## src/verilog/cccr_pkg.sv

```systemverilog
// shared constants and carrier types for the can control and command registers
package cccr_pkg;
    // register addresses on the 8-bit host port
    localparam logic [7:0] CCCR_ADDR_CONTROL = 8'h20;
    localparam logic [7:0] CCCR_ADDR_COMMAND = 8'h21;
    localparam logic [7:0] CCCR_ADDR_ACC_CODE = 8'h24;
    localparam logic [7:0] CCCR_ADDR_OUT_CTRL = 8'h28;
    // control register field positions
    localparam int CTL_MODE = 7;
    localparam int CTL_SPD = 6;
    localparam int CTL_OIE = 4;
    localparam int CTL_EIE = 3;
    localparam int CTL_TIE = 2;
    localparam int CTL_RIE = 1;
    localparam int CTL_RR = 0;
    // command register field positions
    localparam int CMD_RXA = 7;
    localparam int CMD_RXB = 6;
    localparam int CMD_CSEL = 5;
    localparam int CMD_SLEEP = 4;
    localparam int CMD_COS = 3;
    localparam int CMD_RRB = 2;
    localparam int CMD_AT = 1;
    localparam int CMD_TR = 0;
    // values after reset, and the value a command read returns
    localparam logic [7:0] CTL_RESET_VALUE = 8'h01;
    localparam logic [7:0] CMD_RESET_VALUE = 8'h00;
    localparam logic [7:0] CMD_READ_VALUE = 8'hFF;
    // recovery counts
    localparam int RECESSIVE_RUN_BITS = 11;
    localparam logic [3:0] RUN_LAST = 4'(RECESSIVE_RUN_BITS - 1);
    localparam int BUS_OFF_RUNS = 128;
    localparam logic [7:0] RUNS_LAST = 8'(BUS_OFF_RUNS - 1);

    // reset state machine
    typedef enum logic [3:0] {
        CCCR_RUN = 4'b0001,
        CCCR_HELD = 4'b0010,
        CCCR_WAIT_ONE = 4'b0100,
        CCCR_WAIT_MANY = 4'b1000
    } cccr_state_e;

    // one-shot command pulses toward the core
    typedef struct packed {
        logic clear_overrun;
        logic release_rx_buffer;
        logic abort_tx;
        logic tx_request;
    } cccr_cmd_s;

    // status events from the core
    typedef struct packed {
        logic overrun_set;
        logic error_change;
        logic tx_done;
        logic abort_released;
        logic rx_done;
        logic bus_off;
        logic receiving;
        logic transmitting;
        logic bit_tick;
        logic bus_level;
    } cccr_core_s;
endpackage

```

## src/verilog/cccr_run_counter.sv

```systemverilog
// counts runs of recessive bits for the return to normal operation
`timescale 1ns/1ps
module cccr_run_counter (
    input wire logic clock,
    input wire logic reset,
    input wire logic enable,
    input wire logic many,
    input wire logic bit_tick,
    input wire logic bus_level,
    output logic done
);
    import cccr_pkg::*;

    logic [3:0] bits_reg; // recessive bits seen in the current run
    logic [7:0] runs_reg; // completed runs of eleven
    logic run_end; // the eleventh recessive bit arrives now

    assign run_end = enable && bit_tick && bus_level && (bits_reg == RUN_LAST);

    // bit counter, restarted by any dominant bit
    always_ff @(posedge clock) begin
        if (reset || !enable) begin
            bits_reg <= 4'h0;
        end else if (bit_tick) begin
            if (!bus_level || run_end) begin
                bits_reg <= 4'h0;
            end else begin
                bits_reg <= bits_reg + 4'h1;
            end
        end
    end

    // run counter; one run suffices unless coming back from bus off
    always_ff @(posedge clock) begin
        if (reset || !enable) begin
            runs_reg <= 8'h00;
        end else if (run_end) begin
            runs_reg <= runs_reg + 8'h01;
        end
    end

    // done is a one-cycle pulse at the final run
    assign done = run_end && (!many || runs_reg == RUNS_LAST);
endmodule

```

## src/verilog/cccr_regs.sv

```systemverilog
// control and command register logic of the can controller
`timescale 1ns/1ps
module cccr_regs (
    input wire logic clock,
    input wire logic reset,
    input wire logic [7:0] host_addr,
    input wire logic [7:0] host_wdata,
    input wire logic host_write,
    input wire logic host_read,
    output logic [7:0] host_rdata,
    input wire cccr_pkg::cccr_core_s core_in,
    input wire logic irq_pending,
    input wire logic bus_idle,
    output cccr_pkg::cccr_cmd_s cmd_pulse,
    output logic [7:0] control_out,
    output logic core_in_reset,
    output logic counters_clear,
    output logic filter_access,
    output logic resync_both_edges,
    output logic rx_pin_a_bias,
    output logic rx_pin_b_bias,
    output logic sleep_comparator_select,
    output logic sleeping,
    output logic wake_irq,
    output logic overrun_irq,
    output logic error_irq,
    output logic tx_irq,
    output logic rx_irq,
    output logic rx_enable,
    output logic tx_complete_flag,
    output logic overrun_flag
);
    import cccr_pkg::*;

    logic [7:0] can_control_reg; // host control register
    logic [7:0] can_command_reg; // level bits of the command register
    logic [7:0] host_rdata_reg; // registered read data
    cccr_cmd_s cmd_reg; // one-cycle command pulses
    cccr_state_e state_reg; // reset state machine
    logic from_bus_off_reg; // reset request raised by bus off
    logic rx_pending_reg; // release waiting for reception start
    logic sleeping_reg; // sleep mode entered
    logic wait_eof_reg; // woken by bus, waiting for end of frame
    logic wake_irq_reg;
    logic overrun_irq_reg;
    logic error_irq_reg;
    logic tx_irq_reg;
    logic rx_irq_reg;
    logic tx_complete_reg;
    logic overrun_reg;
    logic rx_enable_reg;
    logic counters_clear_reg;
    logic ctl_write; // host write to control
    logic cmd_write; // host write to command, taken only outside reset
    logic recover_done; // recessive run count finished
    logic eof_done; // end of frame seen after wake
    logic sleep_set; // host asks for sleep now

    assign ctl_write = host_write && host_addr == CCCR_ADDR_CONTROL;
    // command writes honoured only outside reset
    assign cmd_write = host_write && host_addr == CCCR_ADDR_COMMAND
        && !can_control_reg[CTL_RR];
    // key on the sleep state: a refused attempt leaves the level bit set
    assign sleep_set = cmd_write && host_wdata[CMD_SLEEP] && !sleeping_reg;

    // shared counter serves both bus recovery and wake end of frame
    cccr_run_counter u_run (
        .clock(clock),
        .reset(reset),
        .enable((state_reg == CCCR_WAIT_ONE) || (state_reg == CCCR_WAIT_MANY) || wait_eof_reg),
        .many(state_reg == CCCR_WAIT_MANY),
        .bit_tick(core_in.bit_tick),
        .bus_level(core_in.bus_level),
        .done(recover_done)
    );
    assign eof_done = recover_done && wait_eof_reg;

    // control register; all bits host written, core touches only reset_request
    always_ff @(posedge clock) begin
        if (reset) begin
            can_control_reg <= CTL_RESET_VALUE;
        end else begin
            if (ctl_write) begin
                can_control_reg <= host_wdata;
            end
            if (core_in.bus_off && state_reg == CCCR_RUN) begin
                can_control_reg[CTL_RR] <= 1'b1;
            end
        end
    end

    // reset state machine, exits after recessive runs
    always_ff @(posedge clock) begin
        if (reset) begin
            state_reg <= CCCR_HELD;
            from_bus_off_reg <= 1'b0;
        end else begin
            case (state_reg)
                CCCR_RUN: begin
                    if (can_control_reg[CTL_RR] || core_in.bus_off) begin
                        state_reg <= CCCR_HELD;
                        from_bus_off_reg <= core_in.bus_off;
                    end
                end
                CCCR_HELD: begin
                    // only a host clear leaves reset
                    if (!can_control_reg[CTL_RR]) begin
                        state_reg <= from_bus_off_reg ? CCCR_WAIT_MANY : CCCR_WAIT_ONE;
                    end
                end
                CCCR_WAIT_ONE, CCCR_WAIT_MANY: begin
                    if (can_control_reg[CTL_RR]) begin
                        state_reg <= CCCR_HELD;
                    end else if (recover_done) begin
                        state_reg <= CCCR_RUN;
                        from_bus_off_reg <= 1'b0;
                    end
                end
                default: begin
                    state_reg <= CCCR_HELD;
                end
            endcase
        end
    end

    // error counters cleared only after bus off recovery
    always_ff @(posedge clock) begin
        if (reset) begin
            counters_clear_reg <= 1'b0;
        end else begin
            counters_clear_reg <= recover_done && state_reg == CCCR_WAIT_MANY;
        end
    end

    // command level bits, cleared while reset_request is present
    always_ff @(posedge clock) begin
        if (reset || can_control_reg[CTL_RR]) begin
            can_command_reg <= CMD_RESET_VALUE;
        end else if (cmd_write) begin
            can_command_reg <= host_wdata;
        end else if (sleeping_reg && core_in.bus_level == 1'b0) begin
            // bus activity clears sleep
            can_command_reg[CMD_SLEEP] <= 1'b0;
        end
    end

    always_ff @(posedge clock) begin
        if (reset) begin
            cmd_reg <= '0;
        end else begin
            cmd_reg.clear_overrun <= cmd_write && host_wdata[CMD_COS];
            cmd_reg.abort_tx <= cmd_write && host_wdata[CMD_AT];
            // a zero writes no pulse, earlier request stays
            cmd_reg.tx_request <= cmd_write && host_wdata[CMD_TR];
            cmd_reg.release_rx_buffer <= cmd_write && host_wdata[CMD_RRB];
        end
    end

    always_ff @(posedge clock) begin
        if (reset) begin
            rx_pending_reg <= 1'b0;
        end else if (cmd_write && host_wdata[CMD_RRB]) begin
            rx_pending_reg <= 1'b1;
        end else if (core_in.receiving) begin
            rx_pending_reg <= 1'b0;
        end
    end

    // tx_complete cleared by new request, set on success
    always_ff @(posedge clock) begin
        if (reset) begin
            tx_complete_reg <= 1'b0;
        end else if (core_in.tx_done) begin
            tx_complete_reg <= 1'b1;
        end else if (cmd_write && host_wdata[CMD_TR]) begin
            tx_complete_reg <= 1'b0;
        end
    end

    // overrun status; a new overrun wins over a clear
    always_ff @(posedge clock) begin
        if (reset) begin
            overrun_reg <= 1'b0;
        end else if (core_in.overrun_set) begin
            overrun_reg <= 1'b1;
        end else if (cmd_write && host_wdata[CMD_COS]) begin
            overrun_reg <= 1'b0;
        end
    end

    always_ff @(posedge clock) begin
        if (reset || can_control_reg[CTL_RR]) begin
            sleeping_reg <= 1'b0;
        end else if (sleep_set && !irq_pending && bus_idle
            && !core_in.receiving && !core_in.transmitting) begin
            sleeping_reg <= 1'b1;
        end else if (!can_command_reg[CMD_SLEEP] || (cmd_write && !host_wdata[CMD_SLEEP])) begin
            sleeping_reg <= 1'b0;
        end else if (sleeping_reg && !core_in.bus_level) begin
            sleeping_reg <= 1'b0;
        end
    end

    // after a bus wake, hold reception until end of frame
    always_ff @(posedge clock) begin
        if (reset) begin
            wait_eof_reg <= 1'b0;
            rx_enable_reg <= 1'b0;
        end else begin
            if (sleeping_reg && !core_in.bus_level) begin
                wait_eof_reg <= 1'b1;
            end else if (eof_done) begin
                wait_eof_reg <= 1'b0;
            end
            rx_enable_reg <= state_reg == CCCR_RUN && !sleeping_reg && !wait_eof_reg;
        end
    end

    // interrupt requests; one-cycle pulses that drop the next cycle with no read needed
    always_ff @(posedge clock) begin
        if (reset) begin
            wake_irq_reg <= 1'b0;
        end else if (sleeping_reg && !core_in.bus_level) begin
            wake_irq_reg <= 1'b1;
        end else if (sleep_set && (irq_pending || !bus_idle
            || core_in.receiving || core_in.transmitting)) begin
            // sleep refused during traffic or with an interrupt pending, wake at once
            wake_irq_reg <= 1'b1;
        end else begin
            wake_irq_reg <= 1'b0;
        end
    end

    always_ff @(posedge clock) begin
        if (reset) begin
            overrun_irq_reg <= 1'b0;
            error_irq_reg <= 1'b0;
        end else begin
            overrun_irq_reg <= core_in.overrun_set && can_control_reg[CTL_OIE];
            error_irq_reg <= core_in.error_change && can_control_reg[CTL_EIE];
        end
    end

    always_ff @(posedge clock) begin
        if (reset) begin
            tx_irq_reg <= 1'b0;
            rx_irq_reg <= 1'b0;
        end else begin
            tx_irq_reg <= (core_in.tx_done || core_in.abort_released)
                && can_control_reg[CTL_TIE];
            rx_irq_reg <= core_in.rx_done && can_control_reg[CTL_RIE];
        end
    end

    // read path; command reads as all ones
    always_ff @(posedge clock) begin
        if (reset) begin
            host_rdata_reg <= 8'h00;
        end else if (host_read) begin
            if (host_addr == CCCR_ADDR_CONTROL) begin
                host_rdata_reg <= can_control_reg;
            end else if (host_addr == CCCR_ADDR_COMMAND) begin
                host_rdata_reg <= CMD_READ_VALUE;
            end else begin
                host_rdata_reg <= 8'h00;
            end
        end
    end

    assign host_rdata = host_rdata_reg;
    assign cmd_pulse = cmd_reg;
    assign control_out = can_control_reg;
    assign core_in_reset = state_reg != CCCR_RUN;
    assign counters_clear = counters_clear_reg;
    // filter and timing access only in reset request
    assign filter_access = can_control_reg[CTL_RR];
    assign resync_both_edges = can_control_reg[CTL_SPD];
    // bias bits; equal bits bias neither pin
    assign rx_pin_a_bias = can_command_reg[CMD_RXA] && !can_command_reg[CMD_RXB];
    assign rx_pin_b_bias = can_command_reg[CMD_RXB] && !can_command_reg[CMD_RXA];
    assign sleep_comparator_select = can_command_reg[CMD_CSEL];
    assign sleeping = sleeping_reg;
    assign wake_irq = wake_irq_reg;
    assign overrun_irq = overrun_irq_reg;
    assign error_irq = error_irq_reg;
    assign tx_irq = tx_irq_reg;
    assign rx_irq = rx_irq_reg;
    assign rx_enable = rx_enable_reg;
    assign tx_complete_flag = tx_complete_reg;
    assign overrun_flag = overrun_reg;

    // bus off in the run state reaches reset_request next cycle
    a_bus_off_rr: assert property (@(posedge clock) disable iff (reset)
        core_in.bus_off |=> can_control_reg[CTL_RR]) else $error("bus off did not set request");
    a_cmd_read_ones: assert property (@(posedge clock) disable iff (reset)
        host_read && host_addr == CCCR_ADDR_COMMAND |=> host_rdata == 8'hFF)
        else $error("command read not all ones");
    a_tr_pulse: assert property (@(posedge clock) disable iff (reset)
        cmd_pulse.tx_request |=> !cmd_pulse.tx_request || $past(cmd_write))
        else $error("tx request pulse too long");
    a_no_cmd_rr: assert property (@(posedge clock) disable iff (reset)
        $past(can_control_reg[CTL_RR]) && $past(host_write) |-> cmd_pulse == '0)
        else $error("command taken in reset");
    // request held leaves the core in reset
    a_rr_holds: assert property (@(posedge clock) disable iff (reset)
        can_control_reg[CTL_RR] |=> core_in_reset) else $error("reset state not entered");
    a_tcs_clear: assert property (@(posedge clock) disable iff (reset)
        cmd_write && host_wdata[CMD_TR] && !core_in.tx_done |=> !tx_complete_flag)
        else $error("completion not cleared");
    a_cos_clear: assert property (@(posedge clock) disable iff (reset)
        cmd_write && host_wdata[CMD_COS] && !core_in.overrun_set |=> !overrun_flag)
        else $error("overrun not cleared");
    a_oie_gate: assert property (@(posedge clock) disable iff (reset)
        overrun_irq |-> $past(can_control_reg[CTL_OIE]) && $past(core_in.overrun_set))
        else $error("overrun irq without cause");
endmodule

```

## config.mk

```make
export PLATFORM = sky130hd
export DESIGN_NAME = cccr_regs
export DESIGN_NICKNAME = d
export VERILOG_FILES = /design/src/verilog/cccr_pkg.sv /design/src/verilog/cccr_run_counter.sv /design/src/verilog/cccr_regs.sv
export SDC_FILE = /design/constraint.sdc
export NUM_CORES = 1
export LEC_CHECK = 0
export ABC_CLOCK_PERIOD_IN_PS = 1800
export BUFFER_PORTS_ARGS = -buffer_cell sky130_fd_sc_hd__buf_2
export CAP_MARGIN = 20
export CORE_MARGIN = 4
export CORE_UTILIZATION = 50
export CTS_CLUSTER_DIAMETER = 120
export CTS_CLUSTER_SIZE = 12
export DETAILED_ROUTE_END_ITERATION = 10
export GPL_TIMING_DRIVEN = 1
export PLACE_DENSITY = 0.78
export SLEW_MARGIN = 10
export SYNTH_ARGS = -nofsm -noshare
export SYNTH_HDL_FRONTEND = slang
export SYNTH_SLANG_ARGS = --single-unit
```

## constraint.sdc

```tcl
create_clock -name clock -period 1.8 [get_ports clock]
set_input_delay 0.36 -clock clock [delete_from_list [all_inputs] [get_ports clock]]
set_output_delay 0.36 -clock clock [all_outputs]
set_load 0.01 [all_outputs]
```

Yosys cells after proc, flatten, opt, wreduce, memory -nomap -nowiden
Index checks and enable logic that the tools add are counted.
{"block": "totals", "latchBits": 0, "register_bits": 56, "mem_bits_rw": 0, "elab_cells": 135, "memories": 0, "romBits": 0, "output_inout_bits": 36}
{"block": "classes", "n_addsub": 2, "eq_ne": 14, "reduce_logical": 68, "n_bitwise": 1, "div_mod_pow": 0, "muxes": 26, "n_mul": 0, "n_lt_le_gt_ge": 0, "shifts": 0}
{"cell": "$logic_and A1 B1 Y1", "count": 32}
{"cell": "$mux W4", "count": 6}
{"cell": "$eq A8 B6 Y1 const B", "count": 2}
{"cell": "$mux W1", "count": 16}
{"cell": "$mux W8", "count": 2}
{"cell": "$logic_not A1 Y1", "count": 14}
{"cell": "$logic_or A1 B1 Y1", "count": 12}
{"cell": "$pmux W4 S3", "count": 1}
{"cell": "$reduce_bool A2 Y1", "count": 5}
{"cell": "$add A8 B1 Y8 const B", "count": 1}
{"cell": "$eq A4 B4 Y1 const B", "count": 2}
{"cell": "$eq A8 B7 Y1 const B", "count": 1}
{"cell": "$ne A2 B2 Y1 const B", "count": 3}
{"cell": "$add A4 B1 Y4 const B", "count": 1}
{"cell": "$eq A4 B1 Y1 const B", "count": 1}
{"cell": "$eq A4 B2 Y1 const B", "count": 1}
{"cell": "$eq A4 B3 Y1 const B", "count": 1}
{"cell": "$ne A4 B1 Y1 const B", "count": 1}
{"cell": "$reduce_and A4 Y1", "count": 1}
{"cell": "$reduce_or A2 Y1", "count": 2}
{"cell": "$ne A3 B3 Y1 const B", "count": 1}
{"cell": "$reduce_and A3 Y1", "count": 1}
{"cell": "$reduce_bool A3 Y1", "count": 1}
{"cell": "$ne A2 B1 Y1 const B", "count": 1}
{"cell": "2 further kinds", "count": 2}

Depth between registers and ports, before layout
{"block": "depth", "ltp_word": 10, "mapped_depth": 7, "ltp_nobuf": 5}

By module
Synthesis repeated with hierarchy kept, for this count alone.
{"block": "unflattened", "cells_unflattened": 249, "hier_area_um2": 2318.5}
{"mod": "cccr_regs", "seq_area_each_um2": 800.8, "instances": 1, "cells_each": 176, "area_each_um2": 1677.9}
{"mod": "cccr_run_counter", "seq_area_each_um2": 240.2, "instances": 1, "cells_each": 73, "area_each_um2": 640.6}

Least setup slack after synthesis
No wires, ideal clock.
{"block": "synth_path", "path_kind": "reg-to-reg", "startpoint": "register u_run.bits_reg[0]", "endpoint": "register u_run.runs_reg[1]", "stages_incl_launch_ff": 8, "path_buffers": 2, "t_arrival_ns": 1.552, "setup_slack_ns": 0.120, "setup_time_ns": 0.128, "t_required_ns": 1.672, "synth_period_minus_slack_ns": 1.680, "cell_sequence": "dfxtp_1 inv_1 ha_1 nand4_1 clkbuf_1 buf_1 mux2i_1 nor2_1"}
{"block": "synth_via", "elab_chain_len": 2}
{"item": "from (decl)", "line": "cccr_run_counter.sv:14", "text": "logic [3:0] bits_reg;"}
{"item": "from (signal assigned)", "line": "cccr_run_counter.sv:28", "text": "bits_reg <= bits_reg + 4'h1;"}
{"item": "$eq A4 B4 Y1", "line": "cccr_run_counter.sv:18", "text": "assign run_end = enable && bit_tick && bus_level && (bits_reg == RUN_LAST);"}
{"item": "$logic_and A1 B1 Y1", "line": "cccr_run_counter.sv:18"}
{"item": "to (signal assigned)", "line": "cccr_run_counter.sv:38", "text": "runs_reg <= runs_reg + 8'h01;"}
{"item": "to (decl)", "line": "cccr_run_counter.sv:15", "text": "logic [7:0] runs_reg;"}
Every way passes these cells.
A chain may end at the register's enable or synchronous reset.

Final worst setup path
{"block": "layout_path", "startpoint": "register state_reg[1]", "endpoint": "output port core_in_reset"}
{"block": "layout_via", "elab_chain_len": 1}
{"item": "from (decl)", "line": "cccr_regs.sv:39", "text": "cccr_state_e state_reg;"}
{"item": "from (signal assigned)", "line": "cccr_regs.sv:108", "text": "state_reg <= from_bus_off_reg ? CCCR_WAIT_MANY : CCCR_WAIT_ONE;"}
{"item": "$ne A4 B1 Y1", "line": "cccr_regs.sv:273", "text": "assign core_in_reset = state_reg != CCCR_RUN;"}
{"item": "to (decl)", "line": "cccr_regs.sv:16", "text": "output logic core_in_reset,"}
Every way passes these cells.

==> metrics.md <==
| Metric | Value |
|---|---|
| Outcome | finished, final reports clean |
| Post-synthesis compound-gate area fraction | 0.1404 |
| Nets | 353 |
| Synth top area cells | dfxtp_1 (47%), nor2_1 (5.1%), mux2i_1 (4.9%) |
| CP max stage cell | or4b_4 |
| Rows | 24 |
| # IOs | a little under 70 |
| CP delay by family, top | simple AND/OR/NAND/NOR gates |
| CP Buf/Inv Count | 1 |
| Fin. max-slew vios | 0 |
| Worst path max stage delay | roughly 550 ps |
| Sink Count | 52 |
| Port Buffers | 67 |
| Yosys top cell area share | 0.4674 |
| Netlist cell types | between 40 and 50 |
| Worst-Margin Slew | approximately 690 ps |
| Met3 wire length | ~350 um |
| RSZ-0062 raised after global routing | false |
| Vias in the first global route | around 1700 |
| Final setup violation count | 0 |
| DRC | 0 |
| Post-synthesis cell count | 246 |
| Worst skew pair latency | ~320 ps |
| RePlAce Congestion | 0.7953 |
| Vias | 2055 |
| Clk root buf | clkbuf_8 |
| Max VDD drop | around 0.41 mV |
| Fillcell total | 369 |
| Die width | around 75 um |
| CP Capture Type | output pin |
| Setup_tns | 0 ps |
| Syn Area/Cell | approximately 9.1 um2 |
| Max clock buf depth | 2 |
| Synth Flop Type | dfxtp_1 |
| Flops & latches, synth | 52 |
| Vias per Instance | between 5 and 6 |
| Synth Area in XOR/XNOR | 0.01180 |
| Max_cap viols | 0 |
| Crit-path max FO | 7 |
| TritonCTS buffer count | 5 |
| Layout Skew | approximately 11 ps |
| Core area | between 4000 and 5000 um2 |
| Synth area leader | dfxtp_1 |
| Leakage | 1.208 nW |
| HP Class | in2reg |
| Iter 0 DRT Violations | 130 |
| Met2 Wirelength | ~2400 um |
| Crit Path Category | reg2out |
| Hold buffers post-CTS | 0 |
| M1 wire length | between 2000 and 2500 um |
| Syn-to-layout area delta | 24.10% |
| Hold_ws | 253.8 ps |
| Mux share of post-synthesis cell area | 0.04944 |
| R2r worst-path depth | 4 |
| Worst EP required | 1440 ps |
| Synthesized area | ~2200 um2 |
| GR Overflow Total | 0 |
| GR Util All Layers | 0.1806 |
| Post-synthesis adder-cell area fraction | 0.01685 |
| Syn_nets | approximately 280 |
| Layout cell share with drive strength beyond 1 | 0.3009 |
| YS warnings | 0 |
| Largest family of logic cells by synthesized area | simple AND/OR/NAND/NOR gates |
| Most frequent cells in the layout | buf_2 (67), dfxtp_1 (49), nor2_1 (30), nand2_1 (18), buf_4 (16) |
| Most common cell after layout, fill and taps aside | buf_2 |
| Post-synth EDFFs | 0 |
| Starting Density | 0.5150 |
| Worst-path clk slew | around 110 ps |
| CP Depth | 2 |
| DP HPWL | 3862 um |
| CTS tree | yes |
| Worst slew margin | 0.5384 |
| Reg area | approximately 1000 um2 |
| Simple-gate share of the synthesized area | 0.2596 |
| Largest net degree at the start of global routing | 21 |
| Critical path launch point type | flip-flop |
| Fin. Hold Viols | 0 |
| Initial antenna violation count | 0 |
| Min cycle time layout | 1740 ps |
| Hold path cells | 2 |
| Router iterations before antenna repair | 4 |
| Top sig layer | met4 |
| Post-synth ARST share | 0 |
| Multi-input logic area | around 1100 um2 |
| Final Cycle Share | 0.9667 |
| Final wirelength | between 5000 and 6000 um |
| # diodes | 0 |
| Die Height | around 75 um |
| H-tree depth | 2 |
| Pwr/cell area | around 720 nW/um2 |
| Antenna Nets Post-Route | 0 |
| First-pass GRT wire length | 7955 um |
| Highest Clock Rate | between 500 and 600 MHz |
| Drt wl/cell | 13.67 um |
| Worst endpoint data arrival time | 1380 ps |
| Die area | 5586 um2 |
| Post-synthesis sequential area ratio | 0.4674 |
| CP Cell Sequence | or4b_4 > buf_2 |
==> layout make-up <==
cell class / count / share of cell area
multi-input cells: 167 / 0.3866
clock buffers: 5 / 0.02490
clock inverters: 3 / 0.009054
flip-flops and latches: 52 / 0.3789
inverters: 9 / 0.01222
repair buffers: 83 / 0.1648
well taps: 52 / 0.02354
==> path summary, 6_finish.rpt <==
path	start	to	slack, ps
setup / recovery	state_reg[1]$_SDFFE_PP1P_	core_in_reset	60
hold / removal	host_wdata[2]	cmd_pulse[2]$_SDFF_PP0_	250
setup reg to reg	state_reg[2]$_SDFFE_PP0P_	u_run.runs_reg[3]$_SDFFE_PP0P_	120
hold reg to reg	u_run.bits_reg[2]$_SDFFE_PP0P_	u_run.bits_reg[2]$_SDFFE_PP0P_	480
==> per-layer routing <==
layer  vias to the layer above  global-route usage
met1                       942              0.2504
met2                        67              0.2790
li1                       1041                   -
met5                         -                   0
met3                         5             0.04940
met4                         0             0.04743
==> what timing repair did <==
item                       CTS  global route
resized for setup            4             1
pin swaps                    0             1
setup endpoints to repair    1             1
buffers inserted             0             1
==> report_power, final <==
part           internal (mW)  total [mW]  switching, mW
clock network          0.284       0.697          0.413
logic                 0.0518       0.113         0.0615
registers               1.16        1.17        0.00642
total                   1.50        1.98          0.481
==> worst register-to-register path, delay by kind of cell, from the launching register on <==
| kind | cells | cell delay (ps) |
|---|---|---|
| compound gates | 2 | 510 |
| simple gates | 1 | 530 |
| flops | 1 | 450 |
| xor+xnor | 1 | 120 |
==> cell usage after synthesis (4+ instances only) <==
| library cell | n |
|---|---|
| a211oi_1 | 8 |
| a21oi_1 | 9 |
| clkbuf_1 | 12 |
| dfxtp_1 | 52 |
| inv_1 | 9 |
| mux2i_1 | 11 |
| nand2_1 | 18 |
| nand3_1 | 6 |
| nand4_1 | 5 |
| nor2_1 | 30 |
| nor3_1 | 10 |
| nor3b_1 | 4 |
| nor4_1 | 4 |
| nor4b_1 | 5 |
| o31ai_1 | 5 |
| or4_1 | 5 |
==> cell families (layout without fill, tap and decap cells) <==
family	after synthesis	in the layout
flops	52	52
compound gates	44	44
fa+ha+maj	3	3
simple gates	106	106
buf+inv	27	100
mux	11	11
xor+xnor	3	3
==> through the flow <==
step / util / power (mW) / setup slack (ps) / cell area, um2 / instances
finish: 0.6392 / 1.977 / 59.86 / 2764 / 371
global route: 0.6392 / 2.055 / 7.808 / 2764 / 371
CTS: 0.6369 / 1.999 / 0.8001 / 2754 / 370
detailed placement: 0.6134 / 1.308 / 86.69 / 2653 / 362
global placement: 0.6134 / 1.305 / 143.0 / 2653 / 362
floorplan: - / 1.242 / 120.2 / 2227 / 246
Power figures use the tool's default switching activity.
